## config.mk

```make
export PLATFORM = sky130hd
export DESIGN_NAME = cce_card_config
export DESIGN_NICKNAME = d
export VERILOG_FILES = /design/src/cce_pkg.sv /design/src/cce_cfg_if.sv /design/src/cce_clkgen.sv /design/src/cce_guard.sv /design/src/cce_card_config.sv
export VERILOG_INCLUDE_DIRS = /design/src
export SDC_FILE = /design/constraint.sdc
export NUM_CORES = 1
export LEC_CHECK = 0
export BUFFER_PORTS_ARGS = -buffer_cell sky130_fd_sc_hd__buf_2
export CORE_UTILIZATION = 60
export DETAILED_ROUTE_END_ITERATION = 8
export PLACE_DENSITY_LB_ADDON = 0.05
export SLEW_MARGIN = 40
export SYNTH_ARGS = -nofsm -noshare
export SYNTH_HDL_FRONTEND = slang
export SYNTH_SLANG_ARGS = --single-unit
```

## constraint.sdc

```tcl
create_clock -name mclk -period 5.4 [get_ports mclk]
set_input_delay 0.81 -clock mclk [delete_from_list [all_inputs] [get_ports mclk]]
set_output_delay 0.81 -clock mclk [all_outputs]
set_load 0.01 [all_outputs]
```

## src/cce_defines.svh

```systemverilog
`ifndef CCE_DEFINES_SVH
`define CCE_DEFINES_SVH
// Register addresses on the parallel bus.
`define CCE_ADDR_CLOCK_CONFIG 4'h1
`define CCE_ADDR_ETU_DIVISOR 4'h2
`define CCE_ADDR_UART_CONTROL_TWO 4'h3
`define CCE_ADDR_GUARD_TIME 4'h5
`define CCE_ADDR_TRANSMIT_DATA 4'hD
`define CCE_ADDR_HW_STATUS 4'hF
// Clock configuration field positions.
`define CCE_CCR_STOP_LEVEL 5
`define CCE_CCR_CLOCK_HALT 4
`define CCE_CCR_SYNC_CLOCK 3
`define CCE_CCR_DIV_HI 2
`define CCE_CCR_DIV_LO 0
`define CCE_CCR_RIU_KEEP 8'h3F
// UART control two field positions.
`define CCE_UC2_BUF_IRQ_DIS 6
`define CCE_UC2_AUX_IRQ_DIS 5
`define CCE_UC2_POWER_DOWN 4
`define CCE_UC2_SYNC_ASYNC 3
`define CCE_UC2_CONVENTION_BIT_DET_DIS 2
`define CCE_UC2_ETU_DOUBLER 1
`define CCE_UC2_PRESCALER 0
`define CCE_UC2_WMASK 8'h7F
// Hardware status bit of the auxiliary change flag.
`define CCE_HSR_AUX_CHANGE 1
// Reset values.
`define CCE_REG_RESET 8'h00
// Prescaler figures.
`define CCE_PRESCALE_31 6'd31
`define CCE_PRESCALE_32 6'd32
`endif

```

## src/cce_pkg.sv

```systemverilog
package cce_pkg;
  // Card select field codes.
  typedef enum logic [2:0]
  {
    CCE_SEL_NONE = 3'b000,
    CCE_SEL_A = 3'b001,
    CCE_SEL_B = 3'b010,
    CCE_SEL_AUX = 3'b100
  } cce_card_type;
  typedef logic [7:0] cce_byte_type;
  // Power mode of the block.
  typedef enum logic [1:0] {CCE_PWR_RUN, CCE_PWR_DOWN, CCE_PWR_WAKE} cce_pwr_type;
endpackage

```

## src/cce_cfg_if.sv

```systemverilog
`timescale 1ns/100ps
// Settings that one card slot hands to its clock and ETU generator.
interface cce_cfg_if;
  logic [2:0] div_sel;
  logic halt;
  logic stop_level;
  logic doubler;
  logic prescale_32;
  logic [7:0] divisor;
  logic gate_off;
  logic card_clk;
  logic etu_tick;
  modport ctrl (output div_sel, halt, stop_level, doubler, prescale_32, divisor, gate_off,
    input card_clk, etu_tick);
  modport gen (input div_sel, halt, stop_level, doubler, prescale_32, divisor, gate_off,
    output card_clk, etu_tick);
endinterface

```

## src/cce_clkgen.sv

```systemverilog
`timescale 1ns/100ps
`include "cce_defines.svh"
// Card clock and ETU generator. Both the crystal and the ring oscillator arrive
// as enables sampled on mclk, so every divided clock is a registered toggle.
module cce_clkgen
(
  // Clock and reset.
  input wire logic mclk,
  input wire logic rst,
  // Source clock enables.
  input wire logic xtal_tick,
  input wire logic ring_tick,
  // Settings and outputs.
  cce_cfg_if.gen cfg
);
  logic [2:0] div_cnt_r;
  logic ring_cnt_r;
  logic [2:0] div_sel_r;
  logic clk_r;
  logic half_tick;
  logic edge_due;
  logic [5:0] pre_cnt_r;
  logic [7:0] etu_cnt_r;
  logic pre_tick;
  logic [5:0] pre_top;
  logic [7:0] etu_top;

  // A clock edge is due once enough source ticks passed for the selected ratio.
  // One source tick is one half period, so 000 runs at half the source tick rate.
  always_comb
  begin
    half_tick = 1'b0;
    edge_due = 1'b0;
    unique casez (div_sel_r)
      3'b000: edge_due = xtal_tick;
      3'b001: edge_due = xtal_tick && div_cnt_r[0];
      3'b010: edge_due = xtal_tick && (div_cnt_r[1:0] == 2'b11);
      3'b011: edge_due = xtal_tick && (div_cnt_r == 3'b111);
      3'b1??: edge_due = ring_tick && ring_cnt_r;
    endcase
    half_tick = edge_due;
  end

  // The new selection is only taken while the clock is low, so no pulse is cut short.
  always_ff @(posedge mclk or posedge rst)
  begin
    if (rst)
      div_sel_r <= 3'b000;
    else if (!clk_r && edge_due)
      div_sel_r <= cfg.div_sel;
  end

  // Source tick counter for the slower crystal ratios.
  always_ff @(posedge mclk or posedge rst)
  begin
    if (rst)
      div_cnt_r <= 3'b000;
    else if (xtal_tick)
      div_cnt_r <= div_cnt_r + 3'b001;
  end

  // Ring tick counter; the ring rate is always halved before it reaches the card.
  always_ff @(posedge mclk or posedge rst)
  begin
    if (rst)
      ring_cnt_r <= 1'b0;
    else if (ring_tick)
      ring_cnt_r <= ~ring_cnt_r;
  end

  // Card clock toggles, or rests at the stop level when halted or gated.
  always_ff @(posedge mclk or posedge rst)
  begin
    if (rst)
      clk_r <= 1'b0;
    else if (cfg.halt || cfg.gate_off)
      clk_r <= cfg.stop_level;
    else if (half_tick)
      clk_r <= ~clk_r;
  end

  assign cfg.card_clk = clk_r;

  // Doubler counts each half period instead of each full one, except at the crystal rate.
  always_comb
  begin
    pre_tick = 1'b0;
    if (!cfg.gate_off && !cfg.halt)
    begin
      if (cfg.doubler && cfg.div_sel != 3'b000)
        pre_tick = half_tick;
      else
        pre_tick = half_tick && clk_r;
    end
  end

  // Prescaler of 31 or 32 card clocks.
  assign pre_top = cfg.prescale_32 ? `CCE_PRESCALE_32 : `CCE_PRESCALE_31;
  // Divisor values below two divide by one.
  assign etu_top = (cfg.divisor < 8'h02) ? 8'h01 : cfg.divisor;

  // Prescaler counter.
  always_ff @(posedge mclk or posedge rst)
  begin
    if (rst)
      pre_cnt_r <= 6'd0;
    else if (pre_tick)
      pre_cnt_r <= (pre_cnt_r + 6'd1 >= pre_top) ? 6'd0 : pre_cnt_r + 6'd1;
  end

  // ETU counter; one tick per completed ETU.
  always_ff @(posedge mclk or posedge rst)
  begin
    if (rst)
      etu_cnt_r <= 8'h00;
    else if (pre_tick && (pre_cnt_r + 6'd1 >= pre_top))
      etu_cnt_r <= (etu_cnt_r + 8'h01 >= etu_top) ? 8'h00 : etu_cnt_r + 8'h01;
  end

  assign cfg.etu_tick = pre_tick && (pre_cnt_r + 6'd1 >= pre_top)
    && (etu_cnt_r + 8'h01 >= etu_top);
endmodule // cce_clkgen

```

## src/cce_guard.sv

```systemverilog
`timescale 1ns/100ps
// Counts extra guard ETUs before a character leaves the transmit register.
module cce_guard
(
  // Clock and reset.
  input wire logic mclk,
  input wire logic rst,
  // Request and timing.
  input wire logic char_start,
  input wire logic [7:0] guard_etus,
  input wire logic etu_tick,
  // Release to the framer.
  output logic send_go
);
  logic [7:0] left_r;
  logic wait_r;

  // Load on a new character, count ETUs down, release when none remain.
  always_ff @(posedge mclk or posedge rst)
  begin
    if (rst)
    begin
      left_r <= 8'h00;
      wait_r <= 1'b0;
      send_go <= 1'b0;
    end
    else
    begin
      send_go <= 1'b0;
      if (char_start)
      begin
        left_r <= guard_etus;
        wait_r <= 1'b1;
      end
      else if (wait_r && left_r == 8'h00)
      begin
        wait_r <= 1'b0;
        send_go <= 1'b1;
      end
      else if (wait_r && etu_tick)
        left_r <= left_r - 8'h01;
    end
  end
endmodule // cce_guard

```

## src/cce_card_config.sv

```systemverilog
`timescale 1ns/100ps
`include "cce_defines.svh"
// Contract
// - Halted clock rests at stop level.
// - Halt bit stops clock; else divider runs; only the selected slot's contact gets it, the other rests at stop level.
// - Sync card clock copies level bit.
// - Sync mode moves data LSb to/from I/O.
// - Divider field picks crystal or ring rate.
// - Divider changes without glitches.
// - Divisor below two divides by one.
// - Prescaler divides by 31 or 32.
// - Doubler halves ETU except crystal rate.
// - Buffer flag interrupts unless disabled.
// - Aux pin change interrupts unless disabled.
// - Aux change flag latches always.
// - Power-down gates UART, ETU, timeout clocks.
// - Listed events end power-down.
// - Interrupt held until status read.
// - Sync mode bypasses UART.
// - Aux slot sync routes I/O only.
// - Hardware sets convention unless disabled.
// - Guard ETUs precede each character.
// - UART reset clears reserved clock bits.
// - Card select picks register instance.
module cce_card_config
  import cce_pkg::*;
#(
  parameter int SLOTS = 3
)
(
  // Clock and reset.
  input wire logic mclk,
  input wire logic rst,
  // Parallel bus, strobes already qualified by chip select.
  input wire logic [3:0] bus_addr,
  input wire logic [7:0] bus_wdata,
  input wire logic bus_wr,
  input wire logic bus_rd,
  output logic [7:0] bus_rdata,
  input wire logic chip_sel_n,
  // Shared control from outside this block.
  input wire cce_pkg::cce_card_type card_select_field,
  input wire logic uart_reset_bit_n,
  input wire logic supply_fault_latch,
  input wire logic card_a_presence_change,
  input wire logic card_b_presence_change,
  // Source clocks as enables.
  input wire logic xtal_tick,
  input wire logic ring_tick,
  // UART side.
  input wire logic buffer_flag,
  input wire logic convention_bit_detect_valid,
  input wire logic convention_bit_detect_value,
  input wire logic convention_setting,
  output logic convention_bit,
  output logic uart_send_go,
  output logic uart_clock_gate,
  output logic etu_tick,
  // Pins.
  input wire logic aux_interrupt_input,
  output logic irq_n,
  output logic xtal_stop,
  output logic [1:0] card_clock_contact,
  input wire logic [2:0] card_io_in,
  output logic [2:0] card_io_out,
  output logic [2:0] card_io_oe_n
);
  import cce_pkg::*;

  cce_byte_type ccr_r [SLOTS];
  cce_byte_type pdr_r [SLOTS];
  cce_byte_type uc2_r [SLOTS];
  cce_byte_type gtr_r [SLOTS];
  logic [2:0] tx_lsb_r;
  logic convention_bit_r;
  logic [1:0] aux_sync_r;
  logic aux_last_r;
  logic aux_flag_r;
  logic aux_armed_r;
  logic [1:0] io_sync0_r, io_sync1_r, io_sync2_r;
  logic [1:0] cs_sync_r;
  logic cs_seen_high_r;
  logic wake_irq_r;
  cce_pwr_type pwr_r;
  logic [1:0] slot;
  logic sel_valid;
  logic aux_change;
  logic status_rd;
  logic wake_event;
  logic sync_mode;
  logic [2:0] io_now;
  cce_byte_type uc2_cur;

  // The card select field names one slot; shared addresses reach only that slot.
  always_comb
  begin
    slot = 2'd0;
    sel_valid = 1'b1;
    unique case (card_select_field)
      CCE_SEL_A: slot = 2'd0;
      CCE_SEL_B: slot = 2'd1;
      CCE_SEL_AUX: slot = 2'd2;
      default: sel_valid = 1'b0;
    endcase
  end

  assign uc2_cur = uc2_r[slot];
  assign sync_mode = uc2_cur[`CCE_UC2_SYNC_ASYNC];
  assign status_rd = bus_rd && bus_addr == `CCE_ADDR_HW_STATUS;

  // Configuration registers. UART reset only clears the reserved clock bits.
  always_ff @(posedge mclk or posedge rst)
  begin
    if (rst)
    begin
      for (int i = 0; i < SLOTS; i++)
      begin
        ccr_r[i] <= `CCE_REG_RESET;
        pdr_r[i] <= `CCE_REG_RESET;
        uc2_r[i] <= `CCE_REG_RESET;
        gtr_r[i] <= `CCE_REG_RESET;
      end
    end
    else
    begin
      if (!uart_reset_bit_n)
        ccr_r[slot] <= ccr_r[slot] & `CCE_CCR_RIU_KEEP;
      if (bus_wr && sel_valid)
      begin
        unique case (bus_addr)
          `CCE_ADDR_CLOCK_CONFIG: ccr_r[slot] <= bus_wdata & `CCE_CCR_RIU_KEEP;
          `CCE_ADDR_ETU_DIVISOR: pdr_r[slot] <= bus_wdata;
          // Power-down is refused while a supply fault stays latched.
          `CCE_ADDR_UART_CONTROL_TWO: uc2_r[slot] <= (bus_wdata & `CCE_UC2_WMASK)
            & ~({7'h00, supply_fault_latch} << `CCE_UC2_POWER_DOWN);
          `CCE_ADDR_GUARD_TIME: gtr_r[slot] <= bus_wdata;
          default: ;
        endcase
      end
      if (pwr_r == CCE_PWR_WAKE)
        uc2_r[slot][`CCE_UC2_POWER_DOWN] <= 1'b0;
    end
  end

  // Read mux; unmapped addresses read zero.
  always_comb
  begin
    bus_rdata = 8'h00;
    if (sel_valid)
    begin
      unique case (bus_addr)
        `CCE_ADDR_CLOCK_CONFIG: bus_rdata = ccr_r[slot];
        `CCE_ADDR_ETU_DIVISOR: bus_rdata = pdr_r[slot];
        `CCE_ADDR_UART_CONTROL_TWO: bus_rdata = uc2_r[slot];
        `CCE_ADDR_GUARD_TIME: bus_rdata = gtr_r[slot];
        `CCE_ADDR_TRANSMIT_DATA: bus_rdata = {7'h00, sync_mode & io_now[slot]};
        default: bus_rdata = 8'h00;
      endcase
    end
    if (status_rd)
      bus_rdata = {6'h00, aux_flag_r, 1'b0} ;
  end

  // Two-flop synchronisers for the card I/O, chip select and auxiliary pin.
  always_ff @(posedge mclk or posedge rst)
  begin
    if (rst)
    begin
      io_sync0_r <= 2'b00;
      io_sync1_r <= 2'b00;
      io_sync2_r <= 2'b00;
      cs_sync_r <= 2'b11;
      aux_sync_r <= 2'b00;
    end
    else
    begin
      io_sync0_r <= {io_sync0_r[0], card_io_in[0]};
      io_sync1_r <= {io_sync1_r[0], card_io_in[1]};
      io_sync2_r <= {io_sync2_r[0], card_io_in[2]};
      cs_sync_r <= {cs_sync_r[0], chip_sel_n};
      aux_sync_r <= {aux_sync_r[0], aux_interrupt_input};
    end
  end
  assign io_now = {io_sync2_r[1], io_sync1_r[1], io_sync0_r[1]};

  // Sync transmit: the data LSb drives the I/O pin directly; open drain, low only.
  always_ff @(posedge mclk or posedge rst)
  begin
    if (rst)
      tx_lsb_r <= 3'b111;
    else if (bus_wr && sel_valid && bus_addr == `CCE_ADDR_TRANSMIT_DATA && sync_mode)
      tx_lsb_r[slot] <= bus_wdata[0];
  end
  assign card_io_out = 3'b000;
  always_comb
  begin
    for (int i = 0; i < SLOTS; i++)
      card_io_oe_n[i] = !(uc2_r[i][`CCE_UC2_SYNC_ASYNC] && !tx_lsb_r[i]);
  end

  // Auxiliary change flag: set wins over the clearing status read.
  assign aux_change = aux_sync_r[1] ^ aux_last_r;
  always_ff @(posedge mclk or posedge rst)
  begin
    if (rst)
    begin
      aux_last_r <= 1'b0;
      aux_flag_r <= 1'b0;
      aux_armed_r <= 1'b0;
    end
    else
    begin
      aux_last_r <= aux_sync_r[1];
      if (aux_change)
        aux_flag_r <= 1'b1;
      else if (status_rd)
        aux_flag_r <= 1'b0;
      // Only a fresh set after a clear may end power-down.
      if (!aux_flag_r)
        aux_armed_r <= 1'b1;
      else if (pwr_r == CCE_PWR_RUN)
        aux_armed_r <= 1'b0;
    end
  end

  // Chip select must be seen released after entry before a reassertion counts.
  always_ff @(posedge mclk or posedge rst)
  begin
    if (rst)
      cs_seen_high_r <= 1'b0;
    else if (pwr_r != CCE_PWR_DOWN)
      cs_seen_high_r <= 1'b0;
    else if (cs_sync_r[1])
      cs_seen_high_r <= 1'b1;
  end

  assign wake_event = card_a_presence_change || card_b_presence_change
    || (cs_seen_high_r && !cs_sync_r[1]) || (aux_change && aux_armed_r)
    || !uc2_cur[`CCE_UC2_POWER_DOWN];

  // Power mode: down while the bit is set, then one cycle to clear it on exit.
  always_ff @(posedge mclk or posedge rst)
  begin
    if (rst)
      pwr_r <= CCE_PWR_RUN;
    else
    begin
      unique case (pwr_r)
        CCE_PWR_RUN: if (uc2_cur[`CCE_UC2_POWER_DOWN]) pwr_r <= CCE_PWR_DOWN;
        CCE_PWR_DOWN: if (wake_event) pwr_r <= CCE_PWR_WAKE;
        CCE_PWR_WAKE: pwr_r <= CCE_PWR_RUN;
      endcase
    end
  end
  assign xtal_stop = pwr_r == CCE_PWR_DOWN;
  assign uart_clock_gate = pwr_r == CCE_PWR_DOWN;

  // Interrupt held low from wake until the status register is read.
  always_ff @(posedge mclk or posedge rst)
  begin
    if (rst)
      wake_irq_r <= 1'b0;
    else if (pwr_r == CCE_PWR_WAKE)
      wake_irq_r <= 1'b1;
    else if (status_rd)
      wake_irq_r <= 1'b0;
  end
  assign irq_n = !(wake_irq_r
    || (buffer_flag && !uc2_cur[`CCE_UC2_BUF_IRQ_DIS])
    || (aux_flag_r && !uc2_cur[`CCE_UC2_AUX_IRQ_DIS]));

  // Convention bit: hardware writes it while detection is enabled and armed.
  always_ff @(posedge mclk or posedge rst)
  begin
    if (rst)
      convention_bit_r <= 1'b0;
    else if (!uc2_cur[`CCE_UC2_CONVENTION_BIT_DET_DIS] && convention_setting && convention_bit_detect_valid)
      convention_bit_r <= convention_bit_detect_value;
  end
  assign convention_bit = convention_bit_r;

  // Clock and ETU generation for the selected slot only.
  cce_cfg_if gen_cfg ();
  assign gen_cfg.div_sel = ccr_r[slot][`CCE_CCR_DIV_HI:`CCE_CCR_DIV_LO];
  assign gen_cfg.halt = ccr_r[slot][`CCE_CCR_CLOCK_HALT] || !sel_valid;
  assign gen_cfg.stop_level = ccr_r[slot][`CCE_CCR_STOP_LEVEL];
  assign gen_cfg.doubler = uc2_cur[`CCE_UC2_ETU_DOUBLER];
  assign gen_cfg.prescale_32 = uc2_cur[`CCE_UC2_PRESCALER];
  assign gen_cfg.divisor = pdr_r[slot];
  assign gen_cfg.gate_off = pwr_r == CCE_PWR_DOWN || sync_mode;

  cce_clkgen u_clkgen
  (
    .mclk(mclk),
    .rst(rst),
    .xtal_tick(xtal_tick),
    .ring_tick(ring_tick),
    .cfg(gen_cfg)
  );
  assign etu_tick = gen_cfg.etu_tick;

  // Card clock contacts: sync mode copies the level bit, otherwise the generator for the selected slot, else the stop level.
  always_comb
  begin
    for (int i = 0; i < 2; i++)
    begin
      if (uc2_r[i][`CCE_UC2_SYNC_ASYNC])
        card_clock_contact[i] = ccr_r[i][`CCE_CCR_SYNC_CLOCK];
      else if (sel_valid && slot == i[1:0])
        card_clock_contact[i] = gen_cfg.card_clk;
      else
        card_clock_contact[i] = ccr_r[i][`CCE_CCR_STOP_LEVEL];
    end
  end

  // Guard time before each asynchronous character.
  cce_guard u_guard
  (
    .mclk(mclk),
    .rst(rst),
    .char_start(bus_wr && sel_valid && bus_addr == `CCE_ADDR_TRANSMIT_DATA && !sync_mode),
    .guard_etus(gtr_r[slot]),
    .etu_tick(gen_cfg.etu_tick),
    .send_go(uart_send_go)
  );
endmodule // cce_card_config

```

==> impl_metrics.json <==
{
  "synth_seq_area_share": 0.492,
  "grt_util_all_layers": 0.310,
  "ioPinCount": 56,
  "drt_iter0_drc": 585,
  "cts_resized": 0,
  "clock_latency_ns": 0.43,
  "fmax_mhz": 208,
  "die_w_um": 113,
  "synth_compound_area_frac": 0.118,
  "ys_warn_count": 0,
  "clockBufferDepth": 2,
  "routed_wirelength_um": 18400,
  "syn_area_um2": 7440,
  "ctsHoldBuffers": 0,
  "async_reset_ff_frac": 1.00,
  "min_period_over_period": 0.890,
  "die_h_um": 113,
  "crit_top_cell": "buf_4",
  "drt_pass1_iterations": 5,
  "row_count": 40,
  "cts-root-buf": "clkbuf_16",
  "design_area_um2": 8460,
  "syn_inst": 709,
  "p_per_area_nw_per_um2": 373,
  "leakage_nw": 4.02,
  "final_nets": 813,
  "status": "complete, no violations",
  "yosys_register_bits": 146,
  "synth_top_family_by_area": "simple AND/OR/NAND/NOR gates",
  "start_util": 0.617,
  "numClockSinks": 146,
  "drv_cap": 0,
  "insertedDiodeCount": 0,
  "ant_nets": 0,
  "cpPeakStageDelay_ns": 0.54,
  "synth-xor-area-share": 0.0188,
  "grt_max_degree": 106,
  "wl_per_cell_um": 19.6,
  "hold_path_depth": 0,
  "clkTransAtPathRegs_ns": 0.06,
  "finalSetupTns_ns": 0,
  "setup_viol_count_final": 0,
  "crit_arrival_ns": 4.00,
  "nFillCells": 922,
  "hpwlAfterDp_um": 13000,
  "critPathCaptureType": "primary output",
  "synth.distinct_cells": 61,
  "critical_path_required_ns": 4.59,
  "drive_gt1_frac": 0.253,
  "drc": 0,
  "h-tree-depth": 4,
  "worstMarginPinSlew_ns": 0.790,
  "ys_dominant_reg_cell": "dfrtp_1",
  "synth_mux_area_frac": 0.153,
  "crit_buf_inv": 6,
  "post_cts_buffers": 0,
  "slew_headroom": 0.472,
  "critPathTopFamily": "buffers and inverters",
  "cp.depth": 16,
  "cts_buffers": 17,
  "skew_ns": 0.00955,
  "io_buffers": 52,
  "gr-total-overflow": 0,
  "die_area_um2": 12900,
  "hold_viol": 0,
  "synth_edf_count": 0,
  "path_class": "in -> out",
  "cp_slowest_cell": "a31oi_1",
  "grt_pass1_wl_um": 30000,
  "area_growth_pct": 13.8,
  "rsz0062_at_grt": "no",
  "critPathMaxFanout": 15,
  "cts_tree": "done",
  "gp_congestion": 0.888,
  "yosys.area_share.simple": 0.154,
  "reg2reg_depth": 12,
  "core_um2": 12100,
  "postPlaceCellArea_um2": 7830,
  "crit_path_start_kind": "input port",
  "syn_area_per_cell_um2": 10.5,
  "antenna_found_initial": 0,
  "hp-class": "reg -> reg",
  "peakVddDrop_uv": 307,
  "period_needed_ns": 4.81,
  "crit_chain": "buf_2 -> or3b_1 -> buf_4 -> nor2_1 -> a31oi_1 -> inv_1 -> ha_1 -> nor2b_1 -> o21ai_0 -> a221oi_1 -> buf_4 -> nor4_4 -> nand2_1 -> buf_4 -> nor3_1 -> buf_2",
  "grt_pass1_vias": 5662,
  "vias_per_cell": 6.05,
  "synth_fa_ha_area_frac": 0.0370,
  "maxSlewViolCount": 0,
  "via_count": 5679
}
synth_stat cells, drive strengths merged (9+ instances only):
cell,n,share of area
a21oi,37,0.025
a31oi,16,0.013
and3,9,0.0076
buf,11,0.011
clkbuf,22,0.011
dfrtp,141,0.47
ha,22,0.037
inv,11,0.0055
mux2,86,0.13
mux2i,17,0.023
nand2,95,0.048
nand2b,9,0.0076
nand3,18,0.012
nor2,62,0.031
nor2b,10,0.0084
o21ai,34,0.024
o22a,9,0.011
xnor2,9,0.011
final cells by class:
class,instances,area (um2),area share
Multi-Input combinational cell,521,3590,0.425
Sequential cell,146,3660,0.432
Inverter,11,48.8,0.00576
Clock buffer,22,474,0.0560
Tap cell,168,210,0.0248
Clock inverter,10,156,0.0185
Timing Repair Buffer,60,320,0.0378
cells in the final DEF (no fill, tap or decap), drive strengths merged, types with 4 or more instances in the layout:
master	n
xnor2	9
and3	9
dfstp	5
clkbuf	22
bufinv	4
inv	11
nor2b	10
dfrtp	141
buf	60
o22a	9
or2	5
nand2b	9
o31ai	4
xor2	7
a21o	4
nand2	95
a31oi	16
o22ai	8
clkinv	5
a21oi	37
ha	22
nor2	62
nand3	18
o21ai	34
mux2	86
mux2i	17
a22oi	5
nand3b	4
o31a	4
nor3	5
or4	4
path summary, 6_finish.rpt:
path | startpoint | end | slack, ns
hold reg to reg | io_sync0_r[0] | io_sync0_r[1] | 0.35
setup reg to reg | uc2_r[8] | u_guard.left_r[4] | 1.89
max in group asynchronous | rst | cs_sync_r[0] | 3.88
setup / recovery | card_select_field[0] | etu_tick | 0.59
min in group asynchronous | rst | gtr_r[13] | 0.50
hold / removal | io_sync0_r[0] | io_sync0_r[1] | 0.35
state kept, by name (all words and copies together), names as in the netlist, 3 cells and up:
signal	cells
tx_lsb_r	3
u_clkgen.div_cnt_r	3
pdr_r	24
u_clkgen.etu_cnt_r	8
ccr_r	24
u_clkgen.div_sel_r	3
u_guard.left_r	8
uc2_r	21
gtr_r	24
u_clkgen.pre_cnt_r	6
cells by family (layout without fill, tap and decap cells):
kind of cell | count (synthesis) | in the layout
xor+xnor | 16 | 16
other cells | 1 | 3
compound gates | 138 | 138
buf+inv | 44 | 103
simple gates | 239 | 239
mux | 103 | 103
fa+ha+maj | 22 | 22
flops | 146 | 146
metal layers:
| metal | routed length (um) | global-route usage |
|---|---|---|
| met1 | 8130 | 0.418 |
| met2 | 8530 | 0.482 |
| met3 | 1290 | 0.0846 |
| met4 | 409 | 0.117 |
| met5 | 0 | 0 |
metrics by stage:
step	utilization	hold WS (ns)	std cells	power [mW]	setup WS, ns
6_report	0.702	0.346	938	3.16	0.594
5_1_grt	0.702	0.356	938	3.29	0.327
4_1_cts	0.701	0.348	938	3.16	0.601
3_5_place_dp	0.649	0.335	906	1.91	0.592
3_3_place_gp	0.649	0.333	906	1.87	0.884
2_1_floorplan	-	0.331	711	1.74	0.496
report_power, final:
| part | switching, mW | internal (mW) |
|---|---|---|
| combinational | 0.324 | 0.244 |
| sequential | 0.0983 | 1.23 |
| clock | 0.450 | 0.807 |
Power figures use the tool's default switching activity.
